**config.mk**
```make
export PLATFORM = sky130hd
export DESIGN_NAME = nvmpe_top
export DESIGN_NICKNAME = d
export VERILOG_FILES = /design/src/verilog/nvmpe_pkg.sv /design/src/verilog/nvmpe_tick_if.sv /design/src/verilog/nvmpe_tick.sv /design/src/verilog/nvmpe_top.sv
export VERILOG_INCLUDE_DIRS = /design/src /design/src/verilog
export SDC_FILE = /design/constraint.sdc
export NUM_CORES = 1
export LEC_CHECK = 0
export ABC_AREA = 1
export BUFFER_PORTS_ARGS = -buffer_cell sky130_fd_sc_hd__buf_2
export CAP_MARGIN = 40
export CORE_ASPECT_RATIO = 0.75
export CORE_UTILIZATION = 52
export CTS_BUF_LIST = sky130_fd_sc_hd__clkbuf_8 sky130_fd_sc_hd__clkbuf_16
export DETAILED_ROUTE_END_ITERATION = 10
export GPL_TIMING_DRIVEN = 0
export PLACE_DENSITY = 0.71
export SYNTH_ARGS = -nofsm -noshare
export SYNTH_HDL_FRONTEND = slang
export SYNTH_SLANG_ARGS = --single-unit
```
**constraint.sdc**
```tcl
create_clock -name clk_sys -period 2.15 [get_ports clk_sys]
set_input_delay 0.3225 -clock clk_sys [delete_from_list [all_inputs] [get_ports clk_sys]]
set_output_delay 0.3225 -clock clk_sys [all_outputs]
set_load 0.02 [all_outputs]
```
**src/verilog/nvmpe_consts.svh**
```systemverilog
/*
  Constants of the flash and EEPROM program/erase control block: timing,
  field positions and widths.
  Assumes inclusion by bare name from the design modules.
*/
// Contract
// Flash programs one whole 64-byte row
// Flash erase always clears whole array
// Flash program and erase take fixed time
// EEPROM time base from external clock input
// Ten-bit divider in two registers, software-set
// Divider registers reload from shadow at reset
// Automatic-timing enable sits at control bit 5
// Auto mode times operation, clears pulse bit
// Manual mode: software holds minimum time
// Up to eight writes then erase: one cycle
// Manual mode: pulse bit stays until cleared
`ifndef NVMPE_CONSTS_SVH
`define NVMPE_CONSTS_SVH

`define NVMPE_CLK_NS        40
`define NVMPE_ROW_BYTES     64
`define NVMPE_ROW_ADDR_W    10
`define NVMPE_DIV_W         10
`define NVMPE_DIV_HI_W      2
`define NVMPE_DIV_LO_W      8
`define NVMPE_FL_PROG_US    40
`define NVMPE_FL_ERASE_US   20000
`define NVMPE_FL_PROG_CYC   ((`NVMPE_FL_PROG_US * 1000 + `NVMPE_CLK_NS - 1) / `NVMPE_CLK_NS)
`define NVMPE_FL_ERASE_CYC  ((`NVMPE_FL_ERASE_US * 1000 + `NVMPE_CLK_NS - 1) / `NVMPE_CLK_NS)
`define NVMPE_EE_AUTO_TICKS 16
`define NVMPE_EE_PGM_BIT    0
`define NVMPE_EE_LATCH_BIT  1
`define NVMPE_EE_ERASE_BIT  2
`define NVMPE_EE_AUTO_BIT   5
`define NVMPE_EE_CTL_MASK   8'h27
`define NVMPE_FL_PROG_BIT   0
`define NVMPE_FL_ERASE_BIT  1

`endif

```
**src/verilog/nvmpe_pkg.sv**
```systemverilog
/*
  Types of the flash and EEPROM program/erase control block.
  Assumes nothing beyond the constants header.
*/
package nvmpe_pkg;
  typedef enum logic [1:0] {
    FL_IDLE,
    FL_PROG_WAIT,
    FL_PROG_WRITE,
    FL_ERASE_WAIT
  } nvmpe_fl_state_t;
endpackage

```
**src/verilog/nvmpe_tick_if.sv**
```systemverilog
/*
  Link between the control core and its EEPROM time-base divider.
  Assumes both ends run on the same system clock.
*/
`timescale 1ns/10ps
interface nvmpe_tick_if;
  logic       ext_clk;  // External clock input level
  logic [9:0] ratio;    // Divider setting, divide by ratio+1
  logic       tick;     // One-cycle time-base enable
  modport src (output ext_clk, output ratio, input tick);
  modport gen (input ext_clk, input ratio, output tick);
endinterface

```
**src/verilog/nvmpe_tick.sv**
```systemverilog
/*
  EEPROM time-base divider: counts rising edges of the external clock input
  and pulses one tick every ratio+1 edges.
  Assumes the external clock input is synchronous to clk_sys and slower than
  half its rate.
*/
`timescale 1ns/10ps
`include "nvmpe_consts.svh"
module nvmpe_tick
  import nvmpe_pkg::*;
#(
  parameter int DIV_W = `NVMPE_DIV_W
) (
  input wire logic clk_sys,      // System clock
  input wire logic rstn,         // Asynchronous reset, active low
  nvmpe_tick_if.gen tb           // Divider link
);
  logic             ext_prev_r;
  logic [DIV_W-1:0] cnt_r;
  logic             tick_r;
  logic             ext_rise;

  initial begin
    if (DIV_W != 10) $error("nvmpe_tick: divider must be 10 bits wide");
  end

  // Edge of the external clock, not the bus clock, drives the time base
  assign ext_rise = tb.ext_clk & ~ext_prev_r;

  always_ff @(posedge clk_sys or negedge rstn) begin
    if (!rstn) begin
      ext_prev_r <= 1'b1; // A high oscillator level at release is no edge
    end else begin
      ext_prev_r <= tb.ext_clk;
    end
  end

  // Edge counter; a new ratio is compared from the next edge on, even mid-count
  always_ff @(posedge clk_sys or negedge rstn) begin
    if (!rstn) begin
      cnt_r  <= '0;
      tick_r <= 1'b0;
    end else begin
      tick_r <= 1'b0;
      if (ext_rise) begin
        if (cnt_r >= tb.ratio) begin
          cnt_r  <= '0;
          tick_r <= 1'b1;
        end else begin
          cnt_r <= cnt_r + 1'b1;
        end
      end
    end
  end

  assign tb.tick = tick_r;

  AST_TICK_FROM_EXT: assert property (@(posedge clk_sys) disable iff (!rstn)
    tick_r |-> $past(ext_rise))
    else $error("Time-base tick without an external clock edge");
endmodule

```
**src/verilog/nvmpe_top.sv**
```systemverilog
/*
  Flash and EEPROM program/erase control. Flash: one 64-byte row buffer,
  programmed after a fixed delay, or the whole array erased after a fixed
  delay. EEPROM: control bits, divider registers and automatic timing.
  Assumes the array cells sit outside and take cell_wr and cell_erase_all;
  register writes are single-cycle strobes from a bus decoder elsewhere.
*/
`timescale 1ns/10ps
`include "nvmpe_consts.svh"
module nvmpe_top
  import nvmpe_pkg::*;
#(
  parameter int ROW_BYTES    = `NVMPE_ROW_BYTES,
  parameter int ROW_ADDR_W   = `NVMPE_ROW_ADDR_W,
  parameter int FL_ERASE_CYC = `NVMPE_FL_ERASE_CYC,
  parameter int EE_AUTO_TICKS = `NVMPE_EE_AUTO_TICKS
) (
  input  wire logic                  clk_sys,               // System clock, 25 MHz
  input  wire logic                  rstn,                  // Async reset, active low
  input  wire logic                  external_clock_input,  // Oscillator input level
  input  wire logic [9:0]            shadow_div,            // Non-volatile divider word
  input  wire logic                  div_high_wr,           // Write strobe, divider high
  input  wire logic                  div_low_wr,            // Write strobe, divider low
  input  wire logic [7:0]            div_wdata,             // Divider write data
  output logic [1:0]                 eeprom_divider_high,   // Divider bits 9:8
  output logic [7:0]                 eeprom_divider_low,    // Divider bits 7:0
  input  wire logic                  ee_ctl_wr,             // Write strobe, EEPROM control
  input  wire logic [7:0]            ee_ctl_wdata,          // EEPROM control write data
  output logic [7:0]                 eeprom_program_control, // EEPROM control readback
  output logic                       ee_hv_on,              // Program/erase voltage on
  input  wire logic                  flash_ctl_wr,          // Write strobe, flash control
  input  wire logic [7:0]            flash_ctl_wdata,       // Flash command bits
  output logic [7:0]                 flash_control,         // Flash busy status
  input  wire logic [ROW_ADDR_W-1:0] flash_row_addr,        // Row to program
  input  wire logic                  row_wr,                // Row buffer byte write
  input  wire logic [5:0]            row_idx,               // Byte within row
  input  wire logic [7:0]            row_data,              // Row buffer data
  output logic                       cell_wr,               // Array byte write
  output logic [ROW_ADDR_W+5:0]      cell_addr,             // Array byte address
  output logic [7:0]                 cell_data,             // Array byte data
  output logic                       cell_erase_all         // Whole-array erase pulse
);
  localparam logic [31:0] PROG_CYC  = 32'(`NVMPE_FL_PROG_CYC);
  localparam logic [31:0] ERASE_CYC = 32'(FL_ERASE_CYC);
  localparam logic [7:0]  AUTO_TKS  = 8'(EE_AUTO_TICKS);

  nvmpe_tick_if tb ();
  nvmpe_fl_state_t fl_state_r;
  logic [31:0]    fl_cnt_r;
  logic [5:0]     byte_r;
  logic [7:0]     row_buf_r [ROW_BYTES];
  logic           cell_wr_r;
  logic [ROW_ADDR_W+5:0] cell_addr_r;
  logic [7:0]     cell_data_r;
  logic           cell_erase_r;
  logic           div_load_r;
  logic [1:0]     div_hi_r;
  logic [7:0]     div_lo_r;
  logic [7:0]     ee_ctl_r;
  logic [7:0]     ee_cnt_r;
  logic           ee_auto_done;
  logic [6:0]     wr_run_r;

  initial begin
    if (ROW_BYTES != 64) $error("nvmpe_top: row buffer must be 64 bytes");
    if (EE_AUTO_TICKS < 1 || EE_AUTO_TICKS > 255) $error("nvmpe_top: bad auto tick count");
    if (FL_ERASE_CYC < 2) $error("nvmpe_top: erase count too small");
  end

  // Divider: the wrap of the time base follows the full ten bits
  assign tb.ext_clk = external_clock_input;
  assign tb.ratio   = {div_hi_r, div_lo_r};

  nvmpe_tick #(
    .DIV_W (`NVMPE_DIV_W)
  ) u_tick (
    .clk_sys (clk_sys),
    .rstn    (rstn),
    .tb      (tb)
  );

  // Divider registers; shadow copy is caught on the first edge after reset,
  // since an async reset may only load constants. Writes that cycle are lost.
  always_ff @(posedge clk_sys or negedge rstn) begin
    if (!rstn) begin
      div_load_r <= 1'b1;
      div_hi_r   <= '0;
      div_lo_r   <= '0;
    end else if (div_load_r) begin
      div_load_r <= 1'b0;
      div_hi_r   <= shadow_div[9:8];
      div_lo_r   <= shadow_div[7:0];
    end else begin
      if (div_high_wr) begin
        div_hi_r <= div_wdata[1:0];
      end
      if (div_low_wr) begin
        div_lo_r <= div_wdata;
      end
    end
  end

  assign eeprom_divider_high = div_hi_r;
  assign eeprom_divider_low  = div_lo_r;

  // Auto mode ends the pulse after a fixed number of time-base ticks
  assign ee_auto_done = ee_ctl_r[`NVMPE_EE_AUTO_BIT] & ee_ctl_r[`NVMPE_EE_PGM_BIT] &
                        tb.tick & (ee_cnt_r == AUTO_TKS - 8'h01);

  // Tick counter runs only while an automatic pulse is in progress
  always_ff @(posedge clk_sys or negedge rstn) begin
    if (!rstn) begin
      ee_cnt_r <= '0;
    end else if (!(ee_ctl_r[`NVMPE_EE_AUTO_BIT] & ee_ctl_r[`NVMPE_EE_PGM_BIT])) begin
      ee_cnt_r <= '0;
    end else if (tb.tick) begin
      ee_cnt_r <= ee_auto_done ? 8'h00 : ee_cnt_r + 8'h01;
    end
  end

  // EEPROM control; a software write wins over the automatic clear so a
  // freshly set pulse is never dropped. Manual pulses never end by themselves.
  always_ff @(posedge clk_sys or negedge rstn) begin
    if (!rstn) begin
      ee_ctl_r <= 8'h00;
    end else if (ee_ctl_wr) begin
      ee_ctl_r <= ee_ctl_wdata & `NVMPE_EE_CTL_MASK;
    end else if (ee_auto_done) begin
      ee_ctl_r[`NVMPE_EE_PGM_BIT] <= 1'b0;
    end
  end

  assign eeprom_program_control = ee_ctl_r;
  // Selective writes and minimum manual time are software's to respect
  assign ee_hv_on = ee_ctl_r[`NVMPE_EE_PGM_BIT] & ee_ctl_r[`NVMPE_EE_LATCH_BIT];

  // Row buffer; loads are ignored while an operation runs
  always_ff @(posedge clk_sys) begin
    if (row_wr && fl_state_r == FL_IDLE) begin
      row_buf_r[row_idx] <= row_data;
    end
  end

  // Flash sequencer: fixed wait, then whole-row burst or whole-array erase
  always_ff @(posedge clk_sys or negedge rstn) begin
    if (!rstn) begin
      fl_state_r   <= FL_IDLE;
      fl_cnt_r     <= '0;
      byte_r       <= '0;
      cell_wr_r    <= 1'b0;
      cell_addr_r  <= '0;
      cell_data_r  <= 8'h00;
      cell_erase_r <= 1'b0;
    end else begin
      cell_wr_r    <= 1'b0;
      cell_erase_r <= 1'b0;
      case (fl_state_r)
        FL_IDLE: begin
          fl_cnt_r <= '0;
          byte_r   <= '0;
          if (flash_ctl_wr && flash_ctl_wdata[`NVMPE_FL_ERASE_BIT]) begin
            fl_state_r <= FL_ERASE_WAIT;
          end else if (flash_ctl_wr && flash_ctl_wdata[`NVMPE_FL_PROG_BIT]) begin
            fl_state_r <= FL_PROG_WAIT;
          end
        end
        FL_PROG_WAIT: begin
          fl_cnt_r <= fl_cnt_r + 32'h1;
          if (fl_cnt_r == PROG_CYC - 32'h1) begin
            fl_state_r <= FL_PROG_WRITE;
          end
        end
        FL_PROG_WRITE: begin
          cell_wr_r   <= 1'b1;
          cell_data_r <= row_buf_r[byte_r];
          cell_addr_r <= {flash_row_addr, byte_r};
          byte_r      <= byte_r + 6'h01;
          if (byte_r == 6'h3F) begin
            fl_state_r <= FL_IDLE;
          end
        end
        FL_ERASE_WAIT: begin
          fl_cnt_r <= fl_cnt_r + 32'h1;
          if (fl_cnt_r == ERASE_CYC - 32'h1) begin
            cell_erase_r <= 1'b1;
            fl_state_r   <= FL_IDLE;
          end
        end
        default: begin
          fl_state_r <= FL_IDLE;
        end
      endcase
    end
  end

  assign cell_wr        = cell_wr_r;
  assign cell_addr      = cell_addr_r;
  assign cell_data      = cell_data_r;
  assign cell_erase_all = cell_erase_r;
  assign flash_control  = {6'h00, fl_state_r == FL_ERASE_WAIT,
                           fl_state_r == FL_PROG_WAIT || fl_state_r == FL_PROG_WRITE};

  // Length of each array write burst, read only by the checks
  always_ff @(posedge clk_sys or negedge rstn) begin
    if (!rstn) begin
      wr_run_r <= '0;
    end else begin
      wr_run_r <= cell_wr_r ? wr_run_r + 7'h01 : 7'h00;
    end
  end

  AST_FL_ROW_BURST: assert property (@(posedge clk_sys) disable iff (!rstn)
    $fell(cell_wr_r) |-> wr_run_r == 7'd64)
    else $error("Flash burst did not write one whole row");

  AST_FL_ERASE_WHOLE: assert property (@(posedge clk_sys) disable iff (!rstn)
    cell_erase_r |-> !cell_wr_r && $past(fl_state_r) == FL_ERASE_WAIT && fl_state_r == FL_IDLE)
    else $error("Erase pulse outside the erase sequence");

  AST_FL_PROG_FIXED: assert property (@(posedge clk_sys) disable iff (!rstn)
    $rose(fl_state_r == FL_PROG_WRITE) |-> $past(fl_cnt_r) == PROG_CYC - 32'h1)
    else $error("Flash program wait not of fixed length");

  AST_DIV_SHADOW: assert property (@(posedge clk_sys) disable iff (!rstn)
    div_load_r |=> {div_hi_r, div_lo_r} == $past(shadow_div) && !div_load_r)
    else $error("Divider not loaded from shadow word after reset");

  AST_EE_AUTO_CLEAR: assert property (@(posedge clk_sys) disable iff (!rstn)
    ee_auto_done && !ee_ctl_wr |=> !ee_ctl_r[`NVMPE_EE_PGM_BIT])
    else $error("Automatic timing did not clear the pulse bit");

  AST_EE_MANUAL_HOLD: assert property (@(posedge clk_sys) disable iff (!rstn)
    ee_ctl_r[`NVMPE_EE_PGM_BIT] && !ee_ctl_r[`NVMPE_EE_AUTO_BIT] && !ee_ctl_wr
    |=> ee_ctl_r[`NVMPE_EE_PGM_BIT])
    else $error("Manual pulse ended without software");

  AST_EE_AUTO_BIT5: assert property (@(posedge clk_sys) disable iff (!rstn)
    ee_ctl_wr |=> ee_ctl_r[5] == $past(ee_ctl_wdata[5]))
    else $error("Automatic-timing enable not at bit 5");

  AST_DIV_WRITE: assert property (@(posedge clk_sys) disable iff (!rstn)
    div_low_wr && !div_load_r |=> div_lo_r == $past(div_wdata))
    else $error("Divider low write lost");
endmodule

```
==> results.txt <==
For this run, the top clock speed supported by timing is 461 MHz. Of the synthesized area, sequential elements account for 64.3%. The synthesized area per cell came out at 9.81 µm².

The synthesized design spends more area on one cell type than any other, namely edfxtp_1. The flow ran to the end, but the final reports show violations. The number of detailed-routing iterations run before antenna repair came out at 6. The final instance area is 32900 µm². The maximum net fanout on the critical path is 10. The number of top-level design ports came out at 119.

The leakage component of the power came out at 13.9 nW. The signal arrival time at the worst endpoint came out at 2740 ps. The area taken by multi-input logic gates came out at 8320 µm². The worst register-to-register path has a setup slack of -20 ps.

After synthesis the netlist holds a flip-flop and latch count of 613. The pre-CTS worst setup slack came out at -1030 ps. Across the whole layout, storage elements account for 17900 µm². The floorplan step defined a die boundary enclosing 54500 µm². The max-cap violation count is 0. In the synthesized netlist the dominant register cell turns out to be edfxtp_1.

Setup repair after global routing could not meet its margin everywhere. The post-route fraction of the period consumed by the critical path came out at 101%. The first-pass GRT wire length is 121000 µm. The final global-route overflow total is 0. The number of antenna violations at the first check in global routing is 1. Entering global routing, the biggest net connects 54 pins. The endpoint required time on the critical path is 2720 ps. The initial cell density of the core came out at 52.6%. CTS saw 613 sinks. On the final layout, the worst hold slack is 33.2 ps. The peak supply drop came out at 0.788 mV. The tightest min-delay check is of the in2reg type. The number of buffers created by CTS is 57.

The number of vias per cell is 5.53. The share of final-layout standard cells stronger than drive strength 1 is 16.2%. In this run the standard cell core region covers 53000 µm². The number of buffers between clock root and the deepest sink came out at 3.

The number of different library cells used by synthesis comes to 48. Clock tree synthesis selected as its root buffer the cell clkbuf_16. The top cell type's share of synthesized area is 55.2%. The global placement routability congestion is 1.01. The total negative setup slack is -17.8 ps. The total number of vias came out at 21300. The number of global-route vias before repair came out at 20100. Synthesis produced a netlist whose cell count is 2839. The final net count came out at 3172. CTS built an H-tree with a depth of 2. The initial DRC count came out at 2768. The count of input and output buffers is 98. After detailed routing, the average wire length per cell comes to 21.0 µm. Once routing completed, OpenROAD measured the worst setup slack at -17.8 ps.

TritonCTS built the clock tree. The normalized max-slew margin is 23.7%. Global routing used 29.7% of the available tracks. The number of placement rows is 73. The instance area after placement is 29400 µm².

The final core utilization came out at 62.2%. The synthesized netlist occupies a cell area of 27800 µm². The clock-pin slew on the worst setup and hold paths came out at 70 ps. The yosys synthesis warning count is 0. The type of the setup path with the least slack is reg2reg. The checks that failed: negative setup slack.

The height of the chip came out at 202 µm. The number of filler instances in the final layout is 4175. The power density relative to cell area came out at 1090 nW/µm². The final number of max-transition violations is 0.

The post-route clock skew came out at 36.8 ps. The count of unresolved DRC violations after routing is 0. The transition time at the pin with the least slew margin is 1140 ps. Counting I/O delays and the setup requirement, the final critical path takes 2170 ps.

The placed wire-length estimate after detailed placement is 56900 µm. The count of flip-flops with a built-in enable after synthesis is 512. Summed over all layers, the routed wires come to 80700 µm. STA classifies the critical path startpoint as a register.

The post-synthesis to final-layout area growth is 18.3%. STA classifies the critical path endpoint as a register. The async set-reset flop share out of synthesis is 16.5%. The count of endpoints failing setup in the final report is 1. The count of final hold-check violations came out at 0. The number of antenna-violating nets in the routed design came out at 0. The clock reaches the later pin of the worst-skew pair after 630 ps. The overall die width came out at 269 µm. After synthesis, the cell types taking the most area are edfxtp_1 55%, nand2_1 13%, dfrtp_1 8.9%, nand3_1 5.3%, inv_1 4.8%.
## what timing repair did
item	in CTS	in global routing
hold buffers	34	0
setup buffers	16	17
pin swaps	10	15
gates resized for setup	136	76
hold endpoints to repair	71	0
setup endpoints to repair	543	533
## cell type report
type | instances | share of cell area, %
antenna | 1 | 0.00760
buffer | 129 | 2.87
tap | 712 | 2.70
clock inverter | 45 | 1.39
sequential | 613 | 54.4
multi-input combinational | 1744 | 25.3
clock buffer | 62 | 4.61
inverter | 363 | 4.18
timing repair buffer | 179 | 4.60
## routing by layer
metal  vias up  global-route usage (%)  wire length [µm]
met3       144                    8.21             10700
li1       9773                       -                 -
met4         0                    8.10              1960
met2      1159                    43.2             34600
met1     10200                    43.6             33500
met5         -                       0                 0
## critical path: stages (launching register included)
cell and delay (ps):
dfrtp_1 360, buf_4 250, buf_4 270, buf_2 320, nand3_1 150, nand3_1 120
nand3_1 180, nand3_1 180, nand3_1 160, nand3_1 120
## metrics by stage
step / instances / power (mW)
2_1_floorplan: 2849 / 20.2
3_3_place_gp: 3659 / 24.2
3_5_place_dp: 3668 / 24.5
4_1_cts: 3825 / 35.3
5_1_grt: 3847 / 37.3
6_report: 3848 / 36.0
## cells in the final DEF, fill, tap and decap left out, types with 4 or more instances in the layout
cell | synthesis | final
nand2_2 | 5 | 13
xor2_1 | 6 | 6
o21ai_0 | 65 | 63
bufinv_16 | 0 | 9
o21ai_1 | 16 | 18
buf_12 | 0 | 23
o21a_1 | 4 | 4
inv_2 | 4 | 6
clkbuf_1 | 22 | 11
or2_2 | 46 | 46
a21oi_1 | 30 | 28
clkinv_2 | 0 | 11
clkinv_4 | 0 | 4
edfxtp_1 | 512 | 512
nand3_1 | 296 | 293
buf_6 | 21 | 25
buf_2 | 44 | 129
nand2_1 | 940 | 932
clkbuf_4 | 0 | 7
o22ai_1 | 6 | 6
nand4_1 | 26 | 26
buf_8 | 1 | 11
clkbuf_2 | 3 | 12
nor2_4 | 3 | 69
conb_1 | 1 | 11
buf_4 | 30 | 48
clkinvlp_4 | 0 | 5
nor2_2 | 6 | 7
ha_1 | 19 | 18
nor2_1 | 188 | 121
clkbuf_16 | 0 | 59
o211ai_1 | 35 | 35
buf_1 | 8 | 7
clkinv_1 | 3 | 10
dfrtp_1 | 99 | 99
inv_1 | 354 | 360
nor3_1 | 21 | 21
dlygate4sd3_1 | 0 | 34
## flip-flops by register name, summed over array words and instances (netlist names), 4 cells and up
register	cells
ee_cnt_r	8
fl_cnt_r	32
cell_data	8
cell_addr	16
eeprom_program_control	4
eeprom_divider_low	8
row_buf_r	512
u_tick.cnt_r	10
byte_r	6
## synth_stat cells (2+ instances only)
| master | n |
|---|---|
| clkbuf_1 | 22 |
| o21a_1 | 4 |
| dfrtp_1 | 99 |
| nand2_1 | 940 |
| o21ai_1 | 16 |
| buf_2 | 44 |
| buf_4 | 30 |
| buf_6 | 21 |
| inv_2 | 4 |
| nor3b_1 | 3 |
| o211ai_1 | 35 |
| buf_1 | 8 |
| clkinv_1 | 3 |
| nand2_2 | 5 |
| o21ai_0 | 65 |
| ha_1 | 19 |
| nand4_1 | 26 |
| clkbuf_2 | 3 |
| nor2_2 | 6 |
| inv_1 | 354 |
| nor3_2 | 3 |
| nor3_1 | 21 |
| nor2_1 | 188 |
| a21oi_1 | 30 |
| edfxtp_1 | 512 |
| and3_1 | 2 |
| dfstp_2 | 2 |
| or2_2 | 46 |
| xor2_1 | 6 |
| inv_4 | 2 |
| nand3_1 | 296 |
| o22ai_1 | 6 |
| nor2_4 | 3 |
## power breakdown
| part | switching, mW | internal, mW | total (mW) |
|---|---|---|---|
| clock network | 4.54 | 6.16 | 10.7 |
| logic | 8.14 | 3.53 | 11.7 |
| registers | 0.337 | 13.3 | 13.6 |
| total | 13.0 | 23.0 | 36.0 |
## logic make-up after synthesis
family	share of synthesized area [%]
flip-flops	64.3
adder cells (fa/ha/maj)	0.854
AND/OR/NAND/NOR	23.3
other	0.0135
XOR/XNOR	0.220
buffers and inverters	7.87
AO/OA/AOI/OAI	3.42
## path summary, 6_finish.rpt
check	from	end	cells past startpoint
max	byte_r[1]	cell_data[7]	9
max reg2reg	byte_r[1]	cell_data[7]	9
min reg2reg	cell_addr[8]	cell_addr[8]	2
min	shadow_div[8]	eeprom_divider_high[0]	3
min in group asynchronous	rstn	fl_cnt_r[28]	2
max in group asynchronous	rstn	div_load_r	3
Note: power is estimated with default switching activity, not from simulation.
